<file path="config.mk">
export PLATFORM = sky130hd
export DESIGN_NAME = pcicc_cfg
export DESIGN_NICKNAME = d
export VERILOG_FILES = /design/src/pcicc_pkg.sv /design/src/pcicc_cfg.sv
export VERILOG_INCLUDE_DIRS = /design/src
export SDC_FILE = /design/constraint.sdc
export NUM_CORES = 1
export LEC_CHECK = 0
export ABC_AREA = 0
export ABC_CLOCK_PERIOD_IN_PS = 800
export BUFFER_PORTS_ARGS = -buffer_cell sky130_fd_sc_hd__buf_2
export CELL_PAD_IN_SITES_DETAIL_PLACEMENT = 0
export CELL_PAD_IN_SITES_GLOBAL_PLACEMENT = 1
export CORE_MARGIN = 5
export CORE_UTILIZATION = 22
export DETAILED_ROUTE_END_ITERATION = 8
export HOLD_SLACK_MARGIN = 0.12
export PLACE_DENSITY = 0.86
export RECOVER_POWER = 50
export SETUP_SLACK_MARGIN = 0.3
export SLEW_MARGIN = 20
export SYNTH_ARGS = -nofsm -noshare
export SYNTH_HDL_FRONTEND = slang
export SYNTH_SLANG_ARGS = --single-unit
</file>
<file path="constraint.sdc">
create_clock -name core_clk -period 0.8 [get_ports core_clk]
set_input_delay 0.24 -clock core_clk [delete_from_list [all_inputs] [get_ports core_clk]]
set_output_delay 0.24 -clock core_clk [all_outputs]
set_load 0.05 [all_outputs]
</file>
<file path="src/pcicc_regs.svh">
// Register offsets, field positions and reset values for the command block
`ifndef PCICC_REGS_SVH
`define PCICC_REGS_SVH

`define PCICC_CMD_OFFSET 8'h04
`define PCICC_CLASS_OFFSET 8'h08
`define PCICC_CMD_RESET 16'h0000
`define PCICC_CMD_WR_MASK 16'h0027
`define PCICC_BIT_IO 0
`define PCICC_BIT_MEM 1
`define PCICC_BIT_MASTER 2
`define PCICC_BIT_SPECIAL 3
`define PCICC_BIT_MWI 4
`define PCICC_BIT_SNOOP 5
`define PCICC_BASE_DISPLAY 8'h03
`define PCICC_BASE_ZERO 8'h00
`define PCICC_SUB_OTHER 8'h80
`define PCICC_SUB_VGA 8'h01
`define PCICC_SUB_NONE 8'h00
`define PCICC_IFACE 8'h00

`endif

</file>
<file path="src/pcicc_pkg.sv">
// Types shared by the command and class code block
package pcicc_pkg;
  typedef logic [5:0] pcicc_dword_t;
  typedef logic [31:0] pcicc_data_t;
  typedef logic [3:0] pcicc_be_t;
  typedef struct packed {
    logic [15:0] command;
    pcicc_data_t rd_data;
  } pcicc_state_t;
endpackage

</file>
<file path="src/pcicc_cfg.sv">
// Command register and class code of the configuration header
`timescale 1ns/1ps
`default_nettype none
`include "pcicc_regs.svh"
// Summary of operation
// - All-zero command leaves only configuration access.
// - Bit 0 gates I/O space claiming.
// - Bit 1 gates memory space claiming.
// - Bit 2 gates starting master transactions.
// - Bit 5 enables palette write snooping.
// - Bits 3 and 4 read zero.
// - Bits 6 to 15 read zero.
// - Base class 03h, sub 80h or 01h.
// - Zero base class, sub 00h or 01h.
module pcicc_cfg (
  input wire logic core_clk, // PCI bus clock
  input wire logic rst_b, // PCI reset, active low, asynchronous
  input wire logic zero_base_class_select, // Reset-time config bit
  input wire logic fixed_vga_enable, // Reset-time config bit
  input wire logic cfg_sel, // Configuration cycle aimed here
  input wire logic cfg_wr, // 1 write, 0 read
  input wire pcicc_pkg::pcicc_dword_t cfg_dword, // Dword index
  input wire pcicc_pkg::pcicc_be_t cfg_be, // Byte enables, active high
  input wire pcicc_pkg::pcicc_data_t cfg_wdata, // Write data
  output logic [31:0] cfg_rdata, // Registered read data
  input wire logic io_hit, // I/O address matches this device
  input wire logic mem_hit, // Memory address matches this device
  input wire logic palette_wr, // Palette register write seen
  input wire logic master_req, // Core wants a master transaction
  output logic io_claim, // Claim I/O access
  output logic mem_claim, // Claim memory access
  output logic palette_snoop, // Snoop palette write, do not claim
  output logic master_start, // Master transaction permitted
  output logic special_claim, // Special cycle response, always 0
  output logic mwi_issue, // Write-and-invalidate use, always 0
  output logic [15:0] pci_bus_command, // Current command value
  output logic [23:0] function_class_value // Class code
);
  import pcicc_pkg::*;

  pcicc_state_t q;
  pcicc_state_t next_q;
  logic [1:0] rst_sync;
  logic rst_int_b;
  logic [1:0] strap_meta;
  logic [1:0] strap_sync;
  logic zero_base_sync;
  logic fixed_vga_sync;
  logic [23:0] class_q;
  logic [23:0] next_class;
  logic cfg_rd;
  logic cmd_wr_hit;
  logic cmd_rd_hit;
  logic class_rd_hit;

  // Reset drops at once but lifts only on a clock edge, so no flop
  // leaves reset part way through a cycle
  always_ff @(posedge core_clk or negedge rst_b) begin
    if (!rst_b) begin
      rst_sync <= 2'h0;
    end else begin
      rst_sync <= {rst_sync[0], 1'b1};
    end
  end
  assign rst_int_b = rst_sync[1];

  // Straps are pins, so they pass two stages before the decode sees them.
  // No reset here: the class code must have settled when reset lifts,
  // which holds as long as reset lasts more than three clocks.
  always_ff @(posedge core_clk) begin
    strap_meta <= {zero_base_class_select, fixed_vga_enable};
    strap_sync <= strap_meta;
    class_q <= next_class;
  end
  assign zero_base_sync = strap_sync[1];
  assign fixed_vga_sync = strap_sync[0];

  // True when a dword index lands on the byte offset of a register
  function automatic logic dword_is(input pcicc_dword_t idx,
      input logic [7:0] offset);
    logic [7:0] word;
    word = offset >> 2;
    dword_is = (idx == word[5:0]);
  endfunction

  // Class code from the two straps; the interface byte is always zero
  function automatic logic [23:0] class_decode(input logic zero_base,
      input logic fixed_vga);
    logic [7:0] base;
    logic [7:0] sub;
    if (zero_base) begin
      base = `PCICC_BASE_ZERO;
    end else begin
      base = `PCICC_BASE_DISPLAY;
    end
    if (fixed_vga) begin
      sub = `PCICC_SUB_VGA;
    end else if (zero_base) begin
      sub = `PCICC_SUB_NONE;
    end else begin
      sub = `PCICC_SUB_OTHER;
    end
    class_decode = {base, sub, `PCICC_IFACE};
  endfunction

  // Only writable bits in enabled bytes change; the fixed zero bits
  // are never stored, so they cannot read back as ones
  function automatic logic [15:0] merge_cmd(input logic [15:0] old,
      input logic [31:0] wd, input logic [3:0] be);
    logic [15:0] m;
    m = {{8{be[1]}}, {8{be[0]}}} & `PCICC_CMD_WR_MASK;
    merge_cmd = (old & ~m) | (wd[15:0] & m);
  endfunction

  assign next_class = class_decode(zero_base_sync, fixed_vga_sync);
  assign cfg_rd = cfg_sel && !cfg_wr;
  assign cmd_wr_hit = cfg_sel && cfg_wr &&
    dword_is(cfg_dword, `PCICC_CMD_OFFSET);
  assign cmd_rd_hit = cfg_rd && dword_is(cfg_dword, `PCICC_CMD_OFFSET);
  assign class_rd_hit = cfg_rd &&
    dword_is(cfg_dword, `PCICC_CLASS_OFFSET);

  // Configuration cycles bypass the command gates, so even an all-zero
  // command still answers them
  always_comb begin
    next_q = q;
    if (cmd_wr_hit) begin
      next_q.command =
        merge_cmd(q.command, cfg_wdata, cfg_be);
    end
    if (cmd_rd_hit) begin
      next_q.rd_data = {16'h0000, q.command & `PCICC_CMD_WR_MASK};
    end else if (class_rd_hit) begin
      next_q.rd_data = {class_q, 8'h00};
    end else if (cfg_rd) begin
      next_q.rd_data = 32'h0000_0000;
    end
  end

  always_ff @(posedge core_clk or negedge rst_int_b) begin
    if (!rst_int_b) begin
      q.command <= `PCICC_CMD_RESET;
      q.rd_data <= 32'h0000_0000;
    end else begin
      q <= next_q;
    end
  end

  assign cfg_rdata = q.rd_data;
  assign pci_bus_command = q.command;
  assign function_class_value = class_q;
  // Claims are plain gates, so a command write acts on the next cycle
  assign io_claim = io_hit && q.command[`PCICC_BIT_IO];
  assign mem_claim = mem_hit && q.command[`PCICC_BIT_MEM];
  assign master_start = master_req && q.command[`PCICC_BIT_MASTER];
  assign palette_snoop = palette_wr && q.command[`PCICC_BIT_SNOOP];
  assign special_claim = 1'b0;
  assign mwi_issue = 1'b0;

  a_io_gate: assert property (
    @(posedge core_clk) disable iff (!rst_int_b)
    io_claim |-> pci_bus_command[0])
    else $error("io claimed while off");
  a_io_claim: assert property (
    @(posedge core_clk) disable iff (!rst_int_b)
    io_hit && pci_bus_command[0] |-> io_claim)
    else $error("io access not claimed");
  a_mem_gate: assert property (
    @(posedge core_clk) disable iff (!rst_int_b)
    mem_claim |-> pci_bus_command[1])
    else $error("mem claimed while off");
  a_mem_claim: assert property (
    @(posedge core_clk) disable iff (!rst_int_b)
    mem_hit && pci_bus_command[1] |-> mem_claim)
    else $error("mem access not claimed");
  a_master_gate: assert property (
    @(posedge core_clk) disable iff (!rst_int_b)
    master_start |-> pci_bus_command[2])
    else $error("master while off");
  a_master_allow: assert property (
    @(posedge core_clk) disable iff (!rst_int_b)
    master_req && pci_bus_command[2] |-> master_start)
    else $error("master blocked while on");
  a_snoop_gate: assert property (
    @(posedge core_clk) disable iff (!rst_int_b)
    palette_wr && pci_bus_command[5] |-> palette_snoop)
    else $error("snoop missed");
  a_snoop_only: assert property (
    @(posedge core_clk) disable iff (!rst_int_b)
    palette_snoop |-> pci_bus_command[5])
    else $error("snoop while off");
  a_ro_bits: assert property (
    @(posedge core_clk) disable iff (!rst_int_b)
    pci_bus_command[15:6] == 10'h000 && pci_bus_command[4:3] == 2'h0)
    else $error("read-only bit set");
  a_fixed_low: assert property (
    @(posedge core_clk) disable iff (!rst_int_b)
    !special_claim && !mwi_issue)
    else $error("unsupported cycle used");
  a_zero_cmd: assert property (
    @(posedge core_clk) disable iff (!rst_int_b)
    pci_bus_command == 16'h0000 |-> !io_claim && !mem_claim && !master_start)
    else $error("active with zero command");
  a_class_disp: assert property (
    @(posedge core_clk) disable iff (!rst_int_b)
    !zero_base_class_select |-> function_class_value ==
    (fixed_vga_enable ? 24'h030100 : 24'h038000))
    else $error("display class wrong");
  a_class_zero: assert property (
    @(posedge core_clk) disable iff (!rst_int_b)
    zero_base_class_select |-> function_class_value ==
    (fixed_vga_enable ? 24'h000100 : 24'h000000))
    else $error("zero class wrong");
  a_write_take: assert property (
    @(posedge core_clk) disable iff (!rst_int_b)
    cmd_wr_hit && cfg_be[0] |=>
    pci_bus_command[2:0] == $past(cfg_wdata[2:0]))
    else $error("write lost");
  a_write_keep: assert property (
    @(posedge core_clk) disable iff (!rst_int_b)
    !(cmd_wr_hit && cfg_be[0]) |=> $stable(pci_bus_command))
    else $error("command changed without write");
  a_cmd_read: assert property (
    @(posedge core_clk) disable iff (!rst_int_b)
    cmd_rd_hit |=> cfg_rdata == {16'h0000, $past(pci_bus_command)})
    else $error("command read wrong");
  a_class_read: assert property (
    @(posedge core_clk) disable iff (!rst_int_b)
    class_rd_hit |=> cfg_rdata == {$past(function_class_value), 8'h00})
    else $error("class read wrong");
  a_other_read: assert property (
    @(posedge core_clk) disable iff (!rst_int_b)
    cfg_rd && !cmd_rd_hit && !class_rd_hit |=> cfg_rdata == 32'h0000_0000)
    else $error("unmapped read not zero");
  a_rdata_hold: assert property (
    @(posedge core_clk) disable iff (!rst_int_b)
    !cfg_rd |=> $stable(cfg_rdata))
    else $error("read data changed without read");
endmodule
`default_nettype wire

</file>
Word level (Yosys, flattened, before mapping)
Index checks and enable logic that the tools add are counted.
{"block": "totals", "regBits": 70, "in_bits": 52, "out_inout_bits": 78}
{"block": "classes", "eq_ne": 2, "n_mux": 5, "bitwise_logic": 4, "reduce_logical": 11}
{"op": "32-bit two-way mux", "count": 3}
{"op": "16-bit AND", "count": 1}
{"op": "16-bit by 6-bit AND with 16-bit output", "count": 1}
{"op": "6-bit inverter with 16-bit output", "count": 1}
{"op": "16-bit bitwise OR", "count": 1}
{"op": "1-bit logical AND", "count": 9}
{"op": "8-bit two-way mux", "count": 1}
{"op": "6-bit by 1-bit equality test with 1-bit output, second input constant", "count": 1}
{"op": "6-bit by 2-bit equality test with 1-bit output, second input constant", "count": 1}
{"op": "3-bit nonzero test", "count": 1}
{"op": "2-bit two-way mux", "count": 1}
{"op": "1-bit logical NOT", "count": 1}

Longest topological paths before layout
Gate-level depths: netlist of run 1.
{"block": "depth", "ltp_word": 5, "mapped_depth": 3}

Worst setup path after synthesis of run 1
No wires, ideal clock.
{"block": "synth_path", "path_kind": "reg-to-output", "startpoint": "register with a tool-made name", "endpoint": "output port io_claim", "arrival_ns": 1.133, "path_slack_ns": -0.573, "path_stages_with_launch": 2, "path_buffers": 0, "cell_sequence": "dfrtp_1 and2_1"}
{"item": "end: declaration", "line_no": "pcicc_cfg.sv:30", "text": "output logic io_claim,"}

==> impl_metrics.env, run 1 <==
export IMPL_fin_nets=231
export IMPL_die_area_sq_um=6810
export IMPL_htree_levels=1
export IMPL_wl_um=2430
export IMPL_min_to="strap_meta[1]"
export IMPL_grt_setup_unrepaired="true"
export IMPL_clock_path_buffers=2
export IMPL_synth_top_area_cell="buf_4"
export IMPL_yosys_warnings=0
export IMPL_synthesis_area_sq_um=1160
export IMPL_grt_first_pass_wirelength_um=3320
export IMPL_drt_vias_per_instance=3.13
export IMPL_path_class="flip-flop to primary output"
export IMPL_postCtsHoldBufs=1
export IMPL_core_area_sq_um=5110
export IMPL_ys_seq_area_frac=0.402
export IMPL_required_ps=560
export IMPL_cp_max_fo=3
export IMPL_finalHoldViolCount=0
export IMPL_ys_seq_elements=20
export IMPL_synth_compound_gate_area_share=0.0303
export IMPL_synth_fa_ha_area_frac=0
export IMPL_cts_tree="built"
export IMPL_setup_violations=31
export IMPL_r2r_slack_ps=-150
export IMPL_finalSetupTns_ps=-7560
export IMPL_post_route_min_period_ps=1220
export IMPL_synth_distinct_cells=16
export IMPL_rows=26
export IMPL_pre_cts_slack_ps=-663
export IMPL_die_x_um=82.5
export IMPL_grt_overflow=0
export IMPL_grt_max_degree=12
export IMPL_synth_top_area_share=0.389
export IMPL_crit_path_end_kind="primary output"
export IMPL_cts_sinks=20
export IMPL_nFillCells=555
export IMPL_clkLatencyLatePin_ps=250
export IMPL_cts_buffers=3
export IMPL_whs_ps=86.4
export IMPL_layout_worst_path_cycle_share=1.52
export IMPL_antenna_found_initial=0
export IMPL_synth_area_leaders="buf_4 39%, dfrtp_1 28%, dfxtp_1 12%"
export IMPL_clk_pin_slew_worst_paths_ps=70
export IMPL_synth_mux_area_fraction=0.0389
export IMPL_die_h_um=82.5
export IMPL_via_count=775
export IMPL_power_mw=2.75
export IMPL_fin_util=0.314
export IMPL_violations="negative setup slack"
export IMPL_synth_xor_area_frac=0
export IMPL_final_cell_mix="59 x conb_1, 19 x buf_2, 15 x buf_4"
export IMPL_cts_root_buf="clkbuf_8"
export IMPL_hold_depth=1
export IMPL_antenna_cells=0
export IMPL_status="finished, violations left"
export IMPL_start_util=0.227
export IMPL_power_density_nw_per_um2=1720
export IMPL_vdd_drop_max_mv=0.653
export IMPL_synthSimpleGateAreaFrac=0.130
export IMPL_maxCapViolations=0
export IMPL_final_area_sq_um=1610
export IMPL_drive_above_1_share=0.483
export IMPL_io_pins=130
export IMPL_final_common_cell="conb_1"
export IMPL_grt_use_total=0.0640
export IMPL_wl_per_cell_um=9.79
export IMPL_drc=0
export IMPL_drtPass1Iterations=2
export IMPL_netlist_instances=120
export IMPL_hpwlAfterDp_um=2020
export IMPL_grt_pass1_vias=798
export IMPL_placed_area_sq_um=1340
export IMPL_area_delta_synth_final_pct=38.7
export IMPL_gp_congestion=0.693
export IMPL_fin_skew_ps=1.83
export IMPL_drt_iter0_drc=9
export IMPL_fin_cells=248
export IMPL_min_delay_start="zero_base_class_select"
export IMPL_setup_slack_ps=-418
export IMPL_portBuffers=40
export IMPL_p_leak_nw=0.819
export IMPL_reg2reg_depth=2
export IMPL_drtAntennaViolNets=0
export IMPL_synth_top_family_by_area="buffers and inverters"
export IMPL_worstPathArrival_ps=980
export IMPL_dp_cells=238
export IMPL_avgSynthCellArea_sq_um=9.64
export IMPL_drv_slew=0
export IMPL_startpoint_type="flip-flop"
export IMPL_max_freq_ghz=0.821
export IMPL_hold_path_class="input port to flip-flop"
## cells in the mapped netlist
| cell type | count |
|---|---|
| and2_1 | 4 |
| and3_1 | 1 |
| and4b_4 | 1 |
| buf_4 | 60 |
| conb_1 | 2 |
| dfrtp_1 | 13 |
| dfxtp_1 | 7 |
| inv_1 | 1 |
| mux2_2 | 4 |
| nand2_1 | 14 |
| nand2b_1 | 1 |
| nand3b_1 | 2 |
| nor2_1 | 1 |
| nor2b_1 | 1 |
| nor4_4 | 1 |
| o21ai_0 | 7 |
## logic make-up after synthesis
logic type / Yosys count
other: 2
AO/OA/AOI/OAI: 7
buffers and inverters: 61
multiplexers: 4
AND/OR/NAND/NOR: 26
flip-flops: 20
## final cells by class
cell class | count | area, sq um | share of cell area
inverters | 1 | 3.75 | 0.00234
clock buffers | 4 | 55.1 | 0.0343
flip-flops and latches | 20 | 493 | 0.307
multi-input cells | 96 | 477 | 0.297
repair buffers | 57 | 489 | 0.305
well taps | 70 | 87.6 | 0.0546
## how the worst max path moves through the flow
stage,cells past startpoint,slack [ps],from,end
2_1_floorplan,3,-460,cfg_dword[2],flip-flop
3_3_place_gp,4,-620,cfg_dword[2],flip-flop
3_5_place_dp,4,-660,cfg_dword[2],flip-flop
4_1_cts,2,-440,flip-flop,palette_snoop
5_1_grt,2,-450,flip-flop,mem_claim
6_report,2,-420,flip-flop,mem_claim
## metal layers
layer | share of wire | up-vias | GRT usage
li1 | - | 373 | -
met1 | 0.32 | 350 | 0.0671
met2 | 0.55 | 50 | 0.124
met3 | 0.11 | 2 | 0.0119
met4 | 0.0066 | 0 | 0.0245
met5 | 0 | - | 0
## critical path, cell delays in order, from the launching register on
cell and delay, ps:
dfrtp_2 440, and2_4 150, buf_8 140
## timing repair
item,in CTS,in global routing
pin swaps,6,3
resized for setup,50,2
buffers inserted,3,2
endpoints found under the hold margin,4,2
setup endpoints to repair,31,33
## where the power goes
part / internal [mW] / switching [mW]
Combinational: 0.175 / 0.776
Clock: 0.437 / 0.303
Sequential: 1.04 / 0.0260
No activity file was read; power rests on OpenSTA's default activity.
==> run 2: changes to the inputs <==
--- a/config.mk
+++ b/config.mk
@@ -9,13 +9,10 @@
 export ABC_AREA = 0
 export ABC_CLOCK_PERIOD_IN_PS = 800
 export BUFFER_PORTS_ARGS = -buffer_cell sky130_fd_sc_hd__buf_2
-export CELL_PAD_IN_SITES_DETAIL_PLACEMENT = 0
-export CELL_PAD_IN_SITES_GLOBAL_PLACEMENT = 1
-export CORE_MARGIN = 5
-export CORE_UTILIZATION = 22
+export CORE_UTILIZATION = 34
 export DETAILED_ROUTE_END_ITERATION = 8
 export HOLD_SLACK_MARGIN = 0.12
-export PLACE_DENSITY = 0.86
+export PLACE_DENSITY = 0.87
 export RECOVER_POWER = 50
 export SETUP_SLACK_MARGIN = 0.3
 export SLEW_MARGIN = 20
==> run 2 against run 1 <==
Compared with the run above: the run still ends with negative setup slack left; non-clock buffer count fell by 4; largest power group unchanged; cell area fell by 5.8%; clock skew rose by 0.60 ps; combinational power fell by 2.6%; cell count fell by 12%; die area fell by 47%; total power fell by 10%.
==> impl_metrics.env, run 2 (synthesized netlist as in run 1, its figures left out) <==
export IMPL_clk_pin_slew_worst_paths_ps=100
export IMPL_required_ps=560
export IMPL_fin_nets=227
export IMPL_drc=0
export IMPL_grt_overflow=0
export IMPL_wl_per_cell_um=9.05
export IMPL_hold_path_class="input port to flip-flop"
export IMPL_pre_cts_slack_ps=-662
export IMPL_vdd_drop_max_mv=1.03
export IMPL_drtAntennaViolNets=0
export IMPL_core_area_sq_um=3150
export IMPL_cts_tree="built"
export IMPL_antenna_found_initial=0
export IMPL_cp_cell_sequence="and2_4, buf_8"
export IMPL_via_count=736
export IMPL_setup_violations=31
export IMPL_grt_setup_unrepaired="true"
export IMPL_cp_max_fo=3
export IMPL_crit_path_end_kind="primary output"
export IMPL_reg2reg_depth=2
export IMPL_post_route_min_period_ps=1270
export IMPL_grt_pass1_vias=621
export IMPL_start_util=0.367
export IMPL_antenna_cells=0
export IMPL_nFillCells=319
export IMPL_hold_depth=1
export IMPL_grt_use_total=0.111
export IMPL_final_area_sq_um=1510
export IMPL_regArea_sq_um=490
export IMPL_max_stage_delay_ps=440
export IMPL_die_h_um=60.3
export IMPL_path_class="flip-flop to primary output"
export IMPL_final_cell_mix="59 x conb_1, 17 x buf_2, 14 x nand2_1, 14 x buf_4, 12 x buf_6"
export IMPL_drt_iter0_drc=22
export IMPL_cts_buffers=3
export IMPL_grt_max_degree=12
export IMPL_drv_slew=0
export IMPL_finalHoldViolCount=0
export IMPL_die_area_sq_um=3640
export IMPL_htree_levels=1
export IMPL_p_leak_nw=0.784
export IMPL_maxCapViolations=0
export IMPL_drt_vias_per_instance=3.38
export IMPL_postCtsHoldBufs=1
export IMPL_power_density_nw_per_um2=1640
export IMPL_multi_input_area_sq_um=477
export IMPL_placed_area_sq_um=1290
export IMPL_cts_sinks=20
export IMPL_gp_congestion=0.721
export IMPL_worst_path_max_delay_cell="dfrtp_2"
export IMPL_hpwlAfterDp_um=1610
export IMPL_max_freq_ghz=0.790
export IMPL_wl_um=1970
export IMPL_cts_root_buf="clkbuf_4"
export IMPL_io_pins=130
export IMPL_drive_above_1_share=0.448
export IMPL_setup_slack_ps=-466
export IMPL_min_to="strap_meta[1]"
export IMPL_drtPass1Iterations=4
export IMPL_fin_cells=218
export IMPL_grt_first_pass_wirelength_um=2870
export IMPL_die_x_um=60.3
export IMPL_final_common_cell="conb_1"
export IMPL_clkLatencyLatePin_ps=300
export IMPL_startpoint_type="flip-flop"
export IMPL_worstPathArrival_ps=1030
export IMPL_area_delta_synth_final_pct=30.6
export IMPL_portBuffers=40
export IMPL_violations="negative setup slack"
export IMPL_r2r_slack_ps=-150
export IMPL_min_delay_start="zero_base_class_select"
export IMPL_rows=20
export IMPL_fin_skew_ps=2.42
export IMPL_status="finished, violations left"
export IMPL_dp_cells=210
export IMPL_clock_path_buffers=2
export IMPL_layout_worst_path_cycle_share=1.58
-- run 2: cell types whose count changed in the layout (fill, tap and decap cells not counted) --
cell	change
buf_2	-2
buf_4	-1
buf_6	-1
clkbuf_1	+2
clkbuf_2	-1
clkbuf_4	+3
clkbuf_8	-4
dfxtp_1	+2
dfxtp_2	-2
-- run 2: area by class of cell --
cell class | count | share of cell area
flip-flops and latches | 20 | 0.325
multi-input cells | 96 | 0.315
repair buffers | 53 | 0.304
well taps | 44 | 0.0364
clock buffers | 4 | 0.0174
inverters | 1 | 0.00248
-- run 2: per-layer routing --
layer,GRT usage,wire length [um],up-vias
li1,-,-,366
met1,0.137,752,315
met2,0.177,1010,52
met3,0.0490,191,3
met4,0.0299,17,0
met5,0,0,-
-- run 2: where the power goes --
| group | switching (mW) | leakage, nW | internal [mW] |
|---|---|---|---|
| sequential | 0.0331 | 0.218 | 1.04 |
| combinational | 0.760 | 0.551 | 0.166 |
| clock | 0.288 | 0.0150 | 0.194 |
| total | 1.08 | 0.784 | 1.40 |
-- run 2: repair_timing --
item	in CTS	in global routing
gates cloned	0	0
gates resized for setup	48	2
endpoints found under the setup margin	42	31
buffers inserted	2	1
endpoints found under the hold margin	4	2
pin swaps	6	2
-- run 2: worst max-delay path: cells and delay by family (launching register included) --
kind | cells | cell delay [ps]
flops | 1 | 440
simple gates | 1 | 150
buf+inv | 1 | 140
-- run 2: worst max path at each step --
stage                 start        end  slack, ps  depth (start not counted)
2_1_floorplan  cfg_dword[2]  flip-flop       -460                          3
3_3_place_gp   cfg_dword[2]  flip-flop       -630                          4
3_5_place_dp   cfg_dword[2]  flip-flop       -660                          4
4_1_cts           flip-flop   io_claim       -480                          2
5_1_grt           flip-flop   io_claim       -510                          2
6_report          flip-flop   io_claim       -470                          2
-- run 2: metrics by stage --
step / utilization / TNS, ps / total power, mW / hold WS [ps]
finish: 0.479 / -8210 / 2.48 / 37.8
detailed placement: 0.410 / -6140 / 1.95 / 31.7
floorplan: - / -3590 / 2.05 / -55.6
CTS: 0.474 / -8550 / 2.50 / 21.0
global placement: 0.410 / -5830 / 1.94 / 31.3
global route: 0.479 / -9650 / 2.61 / 7.34
==> run 3: changes to the inputs <==
--- a/config.mk
+++ b/config.mk
@@ -7,7 +7,7 @@
 export NUM_CORES = 1
 export LEC_CHECK = 0
 export ABC_AREA = 0
-export ABC_CLOCK_PERIOD_IN_PS = 800
+export ABC_CLOCK_PERIOD_IN_PS = 1300
 export BUFFER_PORTS_ARGS = -buffer_cell sky130_fd_sc_hd__buf_2
 export CORE_UTILIZATION = 34
 export DETAILED_ROUTE_END_ITERATION = 8
==> constraint.sdc (replaced) <==
create_clock -name core_clk -period 1.3 [get_ports core_clk]
set_input_delay 0.39 -clock core_clk [delete_from_list [all_inputs] [get_ports core_clk]]
set_output_delay 0.39 -clock core_clk [all_outputs]
set_load 0.05 [all_outputs]
==> run 3 against run 2 <==
Compared with the run above: the flow still finishes with violations (negative setup slack); worst hold slack improved by 150 ps; sequential power shrank 38%; critical path depth is the same; cell count up 0.92%.
==> impl_metrics.env, run 3 (synthesized netlist as in run 1, its figures left out) <==
export IMPL_use_met1=0.155
export IMPL_drive_above_1_share=0.432
export IMPL_io_pins=130
export IMPL_path_class="flip-flop to primary output"
export IMPL_hold_depth=1
export IMPL_drt_vias_per_instance=3.49
export IMPL_setup_slack_ps=-114
export IMPL_pre_cts_slack_ps=-338
export IMPL_hold_path_class="input port to flip-flop"
export IMPL_grt_setup_unrepaired="true"
export IMPL_die_h_um=60.3
export IMPL_grt_first_pass_wirelength_um=3090
export IMPL_power_density_nw_per_um2=1110
export IMPL_die_area_sq_um=3640
export IMPL_layout_worst_path_cycle_share=1.09
export IMPL_via_count=767
export IMPL_core_area_sq_um=3150
export IMPL_cts_root_buf="clkbuf_4"
export IMPL_drv_slew=0
export IMPL_p_leak_nw=0.824
export IMPL_nFillCells=302
export IMPL_fin_skew_ps=4.40
export IMPL_drc=0
export IMPL_crit_path_end_kind="primary output"
export IMPL_cp_max_fo=3
export IMPL_grt_overflow=0
export IMPL_clk_pin_slew_worst_paths_ps=110
export IMPL_antenna_cells=0
export IMPL_wl_per_cell_um=9.65
export IMPL_drtPass1Iterations=4
export IMPL_use_met2=0.196
export IMPL_hpwlAfterDp_um=1560
export IMPL_clock_path_buffers=2
export IMPL_max_freq_ghz=0.707
export IMPL_cts_buffers=3
export IMPL_clkLatencyLatePin_ps=300
export IMPL_r2r_slack_ps=180
export IMPL_grt_use_total=0.121
export IMPL_htree_levels=1
export IMPL_cts_tree="built"
export IMPL_rows=20
export IMPL_grt_pass1_vias=693
export IMPL_vdd_drop_max_mv=0.597
export IMPL_portBuffers=40
export IMPL_final_common_cell="conb_1"
export IMPL_violations="negative setup slack"
export IMPL_worstPathArrival_ps=1020
export IMPL_use_met3=0.0235
export IMPL_startpoint_type="flip-flop"
export IMPL_die_x_um=60.3
export IMPL_gp_congestion=0.737
export IMPL_cts_sinks=20
export IMPL_grt_max_degree=13
export IMPL_area_delta_synth_final_pct=35.4
export IMPL_maxCapViolations=0
export IMPL_fin_nets=229
export IMPL_wl_um=2120
export IMPL_start_util=0.367
export IMPL_busiest_layer="met2"
export IMPL_setup_violations=6
export IMPL_drt_iter0_drc=14
export IMPL_status="finished, violations left"
export IMPL_drtAntennaViolNets=0
export IMPL_post_route_min_period_ps=1410
export IMPL_reg2reg_depth=4
export IMPL_antenna_found_initial=0
export IMPL_final_cell_mix="59 x conb_1, 18 x buf_2, 15 x buf_6"
export IMPL_required_ps=910
export IMPL_finalHoldViolCount=0
export IMPL_power_mw=1.74
run 3: cell count changes in the layout (fill, tap and decap cells not counted), sizes merged:
cell / previous run / this run
bufinv: 0 / 1
clkbuf: 5 / 4
buf: 51 / 53
run 3: timing repair:
| action | CTS | global route |
|---|---|---|
| buffers inserted | 8 | 3 |
| pin swaps | 6 | 5 |
| endpoints found under the hold margin | 2 | 0 |
| hold buffers | 1 | 0 |
| resized for setup | 55 | 5 |
| endpoints found under the setup margin | 25 | 29 |
run 3: path summary, 6_finish.rpt:
| kind | from | endpoint |
|---|---|---|
| max | flip-flop | mem_claim |
| min in group asynchronous | rst_sync[1] | cfg_rdata[23] |
| max in group asynchronous | rst_sync[1] | async pin |
| min | fixed_vga_enable | strap_meta[0] |
| max reg2reg | flip-flop | flip-flop |
| min reg2reg | rst_sync[1] | cfg_rdata[23] |
run 3: layout make-up:
type | count | area [sq um] | share of cell area
timing repair buffer | 55 | 498 | 0.318
clock inverter | 1 | 30.0 | 0.0192
multi-input combinational | 96 | 479 | 0.306
sequential | 20 | 478 | 0.305
inverter | 1 | 3.75 | 0.00240
clock buffer | 3 | 22.5 | 0.0144
tap | 44 | 55.1 | 0.0351
run 3: layer usage:
layer / vias to the layer above / wire length, um
met2: 54 / 1130
li1: 369 / -
met1: 342 / 807
met3: 2 / 169
met5: - / 0
met4: 0 / 12
run 3: report_power, final:
group,switching [mW],internal (mW)
sequential,0.0213,0.641
clock,0.187,0.311
combinational,0.472,0.109
total,0.681,1.06
run 3: stage by stage:
stage	area, sq um	util	hold WS, ps	setup TNS, ps	cells
after floorplan	1420	-	94.4	-423	177
after global placement	1230	0.391	177	-1220	204
after detailed placement	1230	0.391	177	-1370	204
after CTS	1530	0.486	179	-647	217
after global routing	1570	0.497	158	-1110	220
final	1570	0.497	185	-534	220
run 3: critical path, cell delays in order, from the launching register on:
cell and delay [ps]:
dfrtp_2 440, and2_4 150, buf_8 140
